`config.mk`:
```
export PLATFORM = sky130hd
export DESIGN_NAME = memory_map_select_decoder
export DESIGN_NICKNAME = d
export VERILOG_FILES = /design/src/hdl/mode_latch.v /design/src/hdl/region_match.v /design/src/hdl/memory_map_select_decoder.v
export VERILOG_INCLUDE_DIRS = /design/src /design/src/hdl
export SDC_FILE = /design/constraint.sdc
export NUM_CORES = 1
export LEC_CHECK = 0
export ABC_AREA = 1
export BUFFER_PORTS_ARGS = -buffer_cell sky130_fd_sc_hd__buf_2
export CORE_ASPECT_RATIO = 1.2
export CORE_MARGIN = 10
export CORE_UTILIZATION = 38
export CTS_CLUSTER_SIZE = 25
export DETAILED_ROUTE_END_ITERATION = 8
export HOLD_SLACK_MARGIN = 0.1
export PLACE_DENSITY_LB_ADDON = 0.12
export SYNTH_ARGS = -nofsm -noshare
export SYNTH_HDL_FRONTEND = slang
export SYNTH_SLANG_ARGS = --single-unit
```
`constraint.sdc`:
```
create_clock -name clk -period 2.15 [get_ports clk]
set_input_delay 0.43 -clock clk [delete_from_list [all_inputs] [get_ports clk]]
set_output_delay 0.43 -clock clk [all_outputs]
set_load 0.05 [all_outputs]
```
`src/hdl/map_decoder_defines.vh`:
```
// Constants for the memory map select decoder
`ifndef MAP_DECODER_DEFINES_VH
`define MAP_DECODER_DEFINES_VH
// Register byte addresses on the bus (index times four)
`define IDX_RAM_POSITION        8'h10
`define IDX_REG_POSITION        8'h11
`define IDX_EEPROM_POSITION     8'h12
`define IDX_MISC_CONTROL        8'h13
`define IDX_RESERVED_SLOT       8'h14
`define IDX_MODE_STATUS         8'h15
`define IDX_SELECT_STATUS       8'h16
`define ADDR_RAM_POSITION       8'h40
`define ADDR_REG_POSITION       8'h44
`define ADDR_EEPROM_POSITION    8'h48
`define ADDR_MISC_CONTROL       8'h4C
`define ADDR_RESERVED_SLOT      8'h50
`define ADDR_MODE_STATUS        8'h54
`define ADDR_SELECT_STATUS      8'h58
// Reset values of mapping registers
`define RST_RAM_POSITION        8'h09
`define RST_REG_POSITION        8'h00
`define RST_EEPROM_POSITION     8'h01
`define RST_MISC_CONTROL        8'h0D
// Misc control field positions
`define MISC_ONCHIP_ROM_ENABLE  0
`define MISC_PORT_E_EMUL        2
`define MISC_PORT_K_EMUL        3
// Region sizes, as upper-address masks
`define REG_SPACE_MASK          16'hFC00
`define RAM_SPACE_MASK          16'hF000
`define EEPROM_SPACE_MASK       16'hF000
`define FLASH_BASE              16'h4000
// Debug firmware window
`define DEBUG_BASE              16'hFF00
// Register offsets that move off-chip by mode
`define PORT_AB_LIMIT           10'h004
`define PORT_E_DATA             10'h008
`define PORT_E_DIR              10'h009
`define EXPANSION_LIMIT         10'h010
`define PORT_K_DATA             10'h032
`define PORT_K_DIR              10'h033
// One-hot select encoding
`define SEL_NONE                7'h00
`define SEL_DEBUG               7'h01
`define SEL_REGS                7'h02
`define SEL_RAM                 7'h04
`define SEL_EEPROM              7'h08
`define SEL_FLASH               7'h10
`define SEL_EXTERNAL            7'h20
`define SEL_UNMAPPED            7'h40
`endif

```
`src/hdl/mode_latch.v`:
```
// Operating mode capture at reset release; security re-read every clock
`timescale 1ns/100ps
`default_nettype none
`include "map_decoder_defines.vh"
module mode_latch
(
    input  wire       clk,
    input  wire       reset,
    input  wire       mode_pin_c,
    input  wire       mode_pin_b,
    input  wire       mode_pin_a,
    input  wire       security_bits_set,
    output reg  [2:0] mode,
    output reg        secured,
    output reg        captured
);
    // Strap capture on the first clock after release; flash bits are re-read
    always @(posedge clk or posedge reset)
    begin
        if (reset)
        begin
            mode     <= 3'h0;
            secured  <= 1'b1;
            captured <= 1'b0;
        end
        else
        begin
            // Security follows nonvolatile bits every cycle
            secured <= security_bits_set;
            if (!captured)
            begin
                mode     <= {mode_pin_c, mode_pin_b, mode_pin_a};
                captured <= 1'b1;
            end
        end
    end
endmodule // mode_latch
`default_nettype wire

```
`src/hdl/region_match.v`:
```
// Compare one address against a relocatable region base
`timescale 1ns/100ps
`default_nettype none
module region_match
(
    input  wire [15:0] address,
    input  wire [15:0] base,
    input  wire [15:0] mask,
    input  wire        enable,
    output wire        hit
);
    // Masked compare of upper address bits
    assign hit = enable && ((address & mask) == (base & mask));
endmodule // region_match
`default_nettype wire

```
`src/hdl/memory_map_select_decoder.v`:
```
// Address decode, select priority and mapping registers of the core
// Overview of operation
// - At most one block select at once
// - Overlap goes to highest priority block only
// - Debug, registers, RAM, EEPROM, flash, external
// - Paged windows rank below flash, above the expanded-mode external default
// - Expanded modes: unclaimed addresses go external
// - Expanded: ports A, B registers external
// - Expanded with E emulation: port E external
// - Peripheral mode: first 16 expansion registers removed
// - Emulation with K emulation: port K external
// - K pin 7: low emulation select on flash in emulation modes
// - K pin 6: low external select in every mode
// - K emulation clear: pins are plain I/O
// - Debug active at once in special single-chip
// - Secure state follows flash bits across resets
`timescale 1ns/100ps
`default_nettype none
`include "map_decoder_defines.vh"
module memory_map_select_decoder
(
    input  wire        clk,
    input  wire        reset,
    // AHB-Lite slave
    input  wire        hsel,
    input  wire [31:0] haddr,
    input  wire [1:0]  htrans,
    input  wire        hwrite,
    input  wire [2:0]  hsize,
    input  wire [31:0] hwdata,
    input  wire        hready,
    output reg  [31:0] hrdata,
    output wire        hreadyout,
    output wire        hresp,
    // Mode straps and security
    input  wire        mode_pin_c,
    input  wire        mode_pin_b,
    input  wire        mode_pin_a,
    input  wire        security_bits_set,
    input  wire        debug_serial_activate,
    // Core bus address
    input  wire [15:0] core_address,
    input  wire        core_access,
    input  wire        page_window_hit,
    // One-hot block selects
    output wire        select_debug,
    output wire        select_registers,
    output wire        select_ram,
    output wire        select_eeprom,
    output wire        select_flash,
    output wire        select_external,
    output wire        select_page_window,
    // Port K pins 7 and 6
    input  wire        port_k7_gpio_out,
    input  wire        port_k7_gpio_oe,
    input  wire        port_k6_gpio_out,
    input  wire        port_k6_gpio_oe,
    output wire        port_k7_out,
    output wire        port_k7_oe,
    output wire        port_k6_out,
    output wire        port_k6_oe,
    // Status
    output reg         background_debug_active,
    output wire        secured,
    output wire [2:0]  operating_mode
);
    // Mode codes {c,b,a}
    // Pin c lands in the top bit of the latched code
    localparam [2:0] MODE_SPECIAL_SINGLE = 3'h0;
    localparam [2:0] MODE_EMUL_NARROW    = 3'h1;
    localparam [2:0] MODE_SPECIAL_TEST   = 3'h2;
    localparam [2:0] MODE_EMUL_WIDE      = 3'h3;
    localparam [2:0] MODE_NORMAL_SINGLE  = 3'h4;
    localparam [2:0] MODE_NORMAL_NARROW  = 3'h5;
    localparam [2:0] MODE_PERIPHERAL     = 3'h6;
    localparam [2:0] MODE_NORMAL_WIDE    = 3'h7;

    // Mapping registers and the pending data phase of the register bus
    reg  [7:0]  ram_position;          // RAM base, upper address byte
    reg  [7:0]  register_block_position; // Register base, upper byte
    reg  [7:0]  eeprom_position;       // EEPROM base, upper byte
    reg  [7:0]  misc_system_control;   // ROM enable and emulation bits
    reg         phase_valid;           // Data phase pending
    reg         phase_write;           // Pending access is a write
    reg  [7:0]  phase_addr;            // Pending word address byte
    wire        captured;              // Straps latched
    wire [2:0]  mode;                  // Latched mode

    // Strap and security capture
    mode_latch u_mode_latch
    (
        .clk               (clk),
        .reset             (reset),
        .mode_pin_c        (mode_pin_c),
        .mode_pin_b        (mode_pin_b),
        .mode_pin_a        (mode_pin_a),
        .security_bits_set (security_bits_set),
        .mode              (mode),
        .secured           (secured),
        .captured          (captured)
    );
    // Latched mode goes out for status
    assign operating_mode = mode;

    // Mode classes
    // Expanded modes reach external memory over the expansion bus
    wire expanded  = (mode == MODE_EMUL_NARROW) || (mode == MODE_SPECIAL_TEST) ||
                     (mode == MODE_EMUL_WIDE) || (mode == MODE_NORMAL_NARROW) ||
                     (mode == MODE_NORMAL_WIDE);
    // Emulation modes serve an emulator through the port K selects
    wire emulation = (mode == MODE_EMUL_NARROW) || (mode == MODE_EMUL_WIDE);
    // Peripheral mode gives the bus to a master outside the chip
    wire peripheral = (mode == MODE_PERIPHERAL);
    // Control bits of the misc register
    wire port_e_emulation_enable = misc_system_control[`MISC_PORT_E_EMUL];
    wire port_k_emulation_enable = misc_system_control[`MISC_PORT_K_EMUL];
    wire onchip_rom_enable = misc_system_control[`MISC_ONCHIP_ROM_ENABLE];

    // Region hits from relocatable bases
    // Bases hold the upper address byte; the mask sets the region size
    // Regions may overlap here; the priority chain sorts them out
    wire hit_regs;
    wire hit_ram;
    wire hit_eeprom;
    // Register block, 1K window
    region_match u_match_regs
    (
        .address (core_address),
        .base    ({register_block_position, 8'h00}),
        .mask    (`REG_SPACE_MASK),
        .enable  (1'b1),
        .hit     (hit_regs)
    );
    // RAM, 4K window
    region_match u_match_ram
    (
        .address (core_address),
        .base    ({ram_position, 8'h00}),
        .mask    (`RAM_SPACE_MASK),
        .enable  (1'b1),
        .hit     (hit_ram)
    );
    // EEPROM, 4K window
    region_match u_match_eeprom
    (
        .address (core_address),
        .base    ({eeprom_position, 8'h00}),
        .mask    (`EEPROM_SPACE_MASK),
        .enable  (1'b1),
        .hit     (hit_eeprom)
    );
    // Debug firmware only while debug is active; flash from its fixed base
    wire hit_debug = background_debug_active && (core_address >= `DEBUG_BASE);
    wire hit_flash = onchip_rom_enable && (core_address >= `FLASH_BASE);

    // Register offsets within the register block that leave the chip
    // Offsets only matter where the register block is hit
    wire [9:0] reg_offset = core_address[9:0];
    wire off_ab = expanded && (reg_offset < `PORT_AB_LIMIT);
    wire off_e  = expanded && port_e_emulation_enable &&
                  ((reg_offset == `PORT_E_DATA) || (reg_offset == `PORT_E_DIR));
    wire off_p  = peripheral && (reg_offset < `EXPANSION_LIMIT);
    wire off_k  = emulation && port_k_emulation_enable &&
                  ((reg_offset == `PORT_K_DATA) || (reg_offset == `PORT_K_DIR));
    // Removed registers in peripheral mode fall through to lower blocks
    wire regs_kept = hit_regs && !(off_ab || off_e || off_p || off_k);
    // Moved port registers answer from the external bus instead
    wire regs_moved_out = hit_regs && (off_ab || off_e || off_k);

    // Fixed-priority one-hot select, same cycle as the address
    // The chain order is the priority: the first hit wins, so no two
    // selects can rise together
    // Seven one-hot select bits; none when nothing is hit, external in expanded modes
    reg [6:0] select;
    always @*
    begin
        select = `SEL_NONE;
        if (!core_access)
            select = `SEL_NONE;
        else if (hit_debug)
            select = `SEL_DEBUG;
        else if (regs_kept)
            select = `SEL_REGS;
        else if (regs_moved_out)                             // Ports moved off-chip
            select = `SEL_EXTERNAL;
        else if (hit_ram)
            select = `SEL_RAM;
        else if (hit_eeprom)
            select = `SEL_EEPROM;
        else if (hit_flash)
            select = `SEL_FLASH;
        else if (page_window_hit)                            // Lowest on-chip rank
            select = `SEL_UNMAPPED;
        else if (expanded)
            select = `SEL_EXTERNAL;
        else
            select = `SEL_NONE;
    end
    // Each output is one bit of a one-hot code
    assign select_debug       = select[0];
    assign select_registers   = select[1];
    assign select_ram         = select[2];
    assign select_eeprom      = select[3];
    assign select_flash       = select[4];
    assign select_external    = select[5];
    assign select_page_window = select[6];

    // Chip selects on port K
    // Both are active low; flash and external never coincide
    wire emulation_chip_select = !(emulation && select_flash);
    wire external_chip_select  = !(emulation_chip_select && select_external);
    // Pin ownership follows the emulation bit
    // Pins are outputs while they carry chip selects
    assign port_k7_out = port_k_emulation_enable ? emulation_chip_select : port_k7_gpio_out;
    assign port_k7_oe  = port_k_emulation_enable ? 1'b1 : port_k7_gpio_oe;
    assign port_k6_out = port_k_emulation_enable ? external_chip_select : port_k6_gpio_out;
    assign port_k6_oe  = port_k_emulation_enable ? 1'b1 : port_k6_gpio_oe;

    // Debug activation: at once in special single-chip, else by command
    always @(posedge clk or posedge reset)
    begin
        if (reset)
            background_debug_active <= 1'b0;
        // Held off until the straps are latched
        else if (captured == 1'b0)
            background_debug_active <= 1'b0;
        // Sticky until the next reset
        else if (mode == MODE_SPECIAL_SINGLE || debug_serial_activate)
            background_debug_active <= 1'b1;
    end

    // AHB-Lite slave: zero wait states, always OKAY
    // Registers answer in the data phase that follows
    assign hreadyout = 1'b1;
    assign hresp     = 1'b0;
    // Non-sequential and sequential transfers are taken; idle and busy not
    wire addr_take = hsel && hready && htrans[1];

    // Capture address phase
    // Only the low address byte is decoded; upper bits alias
    // A stall holds the pending phase unchanged
    always @(posedge clk or posedge reset)
    begin
        if (reset)
        begin
            phase_valid <= 1'b0;
            phase_write <= 1'b0;
            phase_addr  <= 8'h00;
        end
        else if (hready)
        begin
            phase_valid <= addr_take;
            phase_write <= hwrite;
            phase_addr  <= haddr[7:0];
        end
    end

    // Register writes in the data phase; reserved slot ignores writes
    // Only the low byte of the write data is kept
    always @(posedge clk or posedge reset)
    begin
        if (reset)
        begin
            ram_position            <= `RST_RAM_POSITION;
            register_block_position <= `RST_REG_POSITION;
            eeprom_position         <= `RST_EEPROM_POSITION;
            misc_system_control     <= `RST_MISC_CONTROL;
        end
        // A write lands at the edge that ends its data phase
        else if (phase_valid && phase_write)
        begin
            // Status, reserved and unmapped words take no write
            case (phase_addr)
                `ADDR_RAM_POSITION:    ram_position            <= hwdata[7:0];
                `ADDR_REG_POSITION:    register_block_position <= hwdata[7:0];
                `ADDR_EEPROM_POSITION: eeprom_position         <= hwdata[7:0];
                `ADDR_MISC_CONTROL:    misc_system_control     <= hwdata[7:0];
                default:               ;
            endcase
        end
    end

    // Read data registered at address phase; unmapped reads zero
    // Launched at the address edge so it stands through the data phase
    always @(posedge clk or posedge reset)
    begin
        if (reset)
            hrdata <= 32'h0000_0000;
        // Held between reads
        else if (addr_take && !hwrite)
        begin
            case (haddr[7:0])
                `ADDR_RAM_POSITION:    hrdata <= {24'h000000, ram_position};
                `ADDR_REG_POSITION:    hrdata <= {24'h000000, register_block_position};
                `ADDR_EEPROM_POSITION: hrdata <= {24'h000000, eeprom_position};
                `ADDR_MISC_CONTROL:    hrdata <= {24'h000000, misc_system_control};
                // Debug, security and latched mode
                `ADDR_MODE_STATUS:     hrdata <= {27'h0000000, background_debug_active,
                                                  secured, mode};
                // Select for the core address of this cycle
                `ADDR_SELECT_STATUS:   hrdata <= {25'h0000000, select};
                default:               hrdata <= 32'h0000_0000;
            endcase
        end
    end
endmodule // memory_map_select_decoder
`default_nettype wire

```
==> impl_metrics.yaml <==
outcome:
  run_status: "complete, but fails checks"
  failing_checks: "setup timing"
timing:
  final_hold_viol_count: 0
  max_freq_mhz: 443
  final.setup.tns_ns: -0.301
  fin_crit_sh_pct: 105
  unrepaired_setup_endpoints_after_global_routing: "true"
  timing.final.setup_violations: 6
  post_route_clock_skew_ns: 0.0116
  period_needed_ns: 2.26
  finalHoldWorstSlack_ns: 0.116
  worst_pin_slew_ns: 0.505
  slew_headroom_pct: 66.2
  final_critical_path_setup_slack_ns: -0.110
  final_count_of_pins_violating_max_slew: 0
floorplan:
  chipWidth_um: 104
  fp-row-count: 36
  die-height_um: 121
  design.portCount: 151
  design.die.area_um2: 12500
  core_area_um2: 8150
  initial_core_util_pct: 39.2
drt:
  initialDrtViolationCount: 123
  detail_route.vias_per_cell: 4.53
  total_routed_length_mm: 9.07
  average_wire_per_standard_cell_um: 13.9
  drc: 0
  drt.antenna.violating_nets: 0
  routed-via-count: 2964
  firstDrtPassIters: 4
final_layout:
  fin_area_um2: 4100
  post_route_cells_drive_above_1_share_pct: 30.4
  multi_input_area_um2: 1560
  flow.area_growth_from_synthesis_pct: 28.2
  fillCellCount: 817
  seq_area_um2: 1410
  final_cells: 654
  antennaDiodeCount: 0
  num-nets-final: 640
global_routing:
  grt_usage_pct: 14.5
  grt_pass1_vias: 2960
  grt_pass1_wl_mm: 15.0
  remaining_global_route_overflow: 0
  antenna_violations_before_repair: 0
  grt_max_degree: 36
critical_path:
  timing.critical_path.slowest_stage_cell: "dfrtp_2"
  critPathArrivalTime_ns: 1.83
  worstPathCellList: "inv_4 > nand3_4 > nor3_4 > nor2_4 > buf_4 > nor2_4 > nand2_1 > nand2_1 > nand2_2 > buf_8"
  cp_data_required_time_ns: 1.72
  timing.critical_path.max_delay_family: "simple AND/OR/NAND/NOR gates"
  worst-setup-path-type: "reg -> out"
  worst-path-buf-inv: 3
  highest_fanout_seen_on_the_critical_path: 4
  timing.critical_path.slowest_cell_delay_ns: 0.44
  critical_path.startpoint_type: "flop"
  endpoint_kind: "output pin"
yosys:
  synthDominantAreaCellType: "dfrtp_1"
  yosys.cell_count.top_type: "nand2_1"
  mappedNetlistArea_um2: 3200
  synth.yosys.seq_area_share_pct: 44.1
  post_synth_edffs: 0
  synth.cells.most_frequent: "145 x nand2_1, 49 x dfrtp_1, 48 x inv_1"
  synth_seq_cells: 56
  synth.avg_cell_area_um2: 7.32
  synthCells: 437
  ys_warn_count: 0
  netlist_top_cells_area: "dfrtp_1 38%, nand2_1 17%, o21ai_0 7.2%"
  yosys.area.top_type_share_pct: 38.3
  synthArstFlopShare_pct: 100
  synth_flop_cell: "dfrtp_1"
  yosys.cell_types.count: 33
placement:
  numPlacedInstances: 631
  post_dp_cell_area_um2: 3790
  dpl_hpwl_mm: 7.26
  routabilityCongestion: 0.856
  portBuffers: 71
pwr:
  power_per_cell_area_nw_per_um2: 590
  leakagePower_nw: 2.31
  finalPower_w: 0.00242
  ir_drop_mv: 0.243
run:
  cap_viol_max_count: 0
clock_network:
  cts-root-buf: "clkbuf_8"
  cts_htree_levels: 2
  clk_pin_slew_worst_paths_ns: 0.11
  cts_buffers: 5
  ctsLongestPathBuffers: 2
  clk-insertion-delay-late_ns: 0.32
  cts_sinks: 56
  cts_tree: "built"
hold_path:
  worst_hold_path_type: "in -> async"
## cells in the final DEF (no fill, tap or decap), types with 2 or more instances in the layout
| cell type | n |
|---|---|
| a21oi_1 | 4 |
| buf_2 | 63 |
| buf_4 | 33 |
| buf_6 | 5 |
| buf_8 | 3 |
| clkbuf_8 | 5 |
| conb_1 | 27 |
| dfrtp_1 | 46 |
| dfrtp_2 | 3 |
| dfstp_2 | 7 |
| inv_1 | 44 |
| inv_2 | 8 |
| mux2_2 | 3 |
| nand2_1 | 140 |
| nand2_2 | 4 |
| nand2_4 | 3 |
| nand3_1 | 10 |
| nand3_2 | 2 |
| nand4_1 | 6 |
| nor2_1 | 27 |
| nor2_2 | 6 |
| nor2_4 | 3 |
| nor3_1 | 8 |
| nor3_4 | 3 |
| o211ai_1 | 2 |
| o21ai_0 | 45 |
| o21ai_1 | 2 |
| or2_2 | 2 |
| xnor2_1 | 8 |
## layout make-up
| class | instances | share of cell area [%] |
|---|---|---|
| Inverter | 54 | 5.00 |
| Clock inverter | 3 | 0.549 |
| Sequential cell | 56 | 34.5 |
| Clock buffer | 5 | 1.68 |
| Multi-Input combinational cell | 317 | 38.1 |
| Tap cell | 114 | 3.48 |
| Timing Repair Buffer | 105 | 16.7 |
## worst paths after layout
path | from | to | slack, ns | cells past startpoint
worst max-delay path | u_mode_latch.mode[0] | port_k7_out | -0.11 | 10
min in group clk | security_bits_set | u_mode_latch.secured | 0.20 | 1
worst max register to register | register_block_position[2] | hrdata[1] | 0.33 | 16
worst min-delay path | reset | hrdata[1] | 0.12 | 2
max in group asynchronous | reset | eeprom_position[0] | 1.40 | 3
worst min register to register | hrdata[1] | hrdata[1] | 0.49 | 2
## metal layers
| metal | track usage, % | vias to the layer above | wire length [um] |
|---|---|---|---|
| met5 | 0 | - | 0 |
| met4 | 3.14 | 0 | 75 |
| met3 | 3.88 | 5 | 570 |
| met2 | 25.8 | 77 | 4570 |
| met1 | 17.3 | 1365 | 3850 |
| li1 | - | 1517 | - |
## power by group
group / internal, W / leakage [nW] / switching, W
registers: 0.00115 / 0.598 / 0.0000670
clock network: 0.000235 / 0.0485 / 0.000362
logic: 0.000208 / 1.66 / 0.000401
## what timing repair did
action	CTS	global route
hold buffers	0	0
endpoints found under the setup margin	8	8
resized for setup	23	9
pin swaps	13	5
hold endpoints to repair	0	0
buffers inserted	10	6
## through the flow
| stage | worst slack (ns) | utilization, % |
|---|---|---|
| floorplan | -0.0128 | - |
| global placement | -0.0820 | 46.5 |
| detailed placement | -0.0922 | 46.5 |
| CTS | -0.0916 | 49.4 |
| global route | -0.225 | 50.3 |
| finish | -0.110 | 50.3 |
## flip-flops by register name, indices dropped and copies added, names as in the netlist
signal                   cells
eeprom_position              8
hrdata                       8
misc_system_control          8
phase_addr                   8
ram_position                 8
register_block_position      8
u_mode_latch.mode            3
background_debug_active      1
phase_valid                  1
phase_write                  1
u_mode_latch.captured        1
u_mode_latch.secured         1
## logic make-up (layout without fill, tap and decap cells)
| logic type | Yosys count | after routing | synth area share (%) |
|---|---|---|---|
| and+or+nand+nor | 219 | 219 | 28.8 |
| buffers and inverters | 89 | 167 | 13.7 |
| other | 2 | 27 | 0.235 |
| AOI/OAI and AO/OA | 60 | 60 | 9.93 |
| muxes | 3 | 3 | 1.06 |
| DFF | 56 | 56 | 44.1 |
| xor gates and xnor gates | 8 | 8 | 2.19 |
No activity file was read; power rests on OpenSTA's default activity.
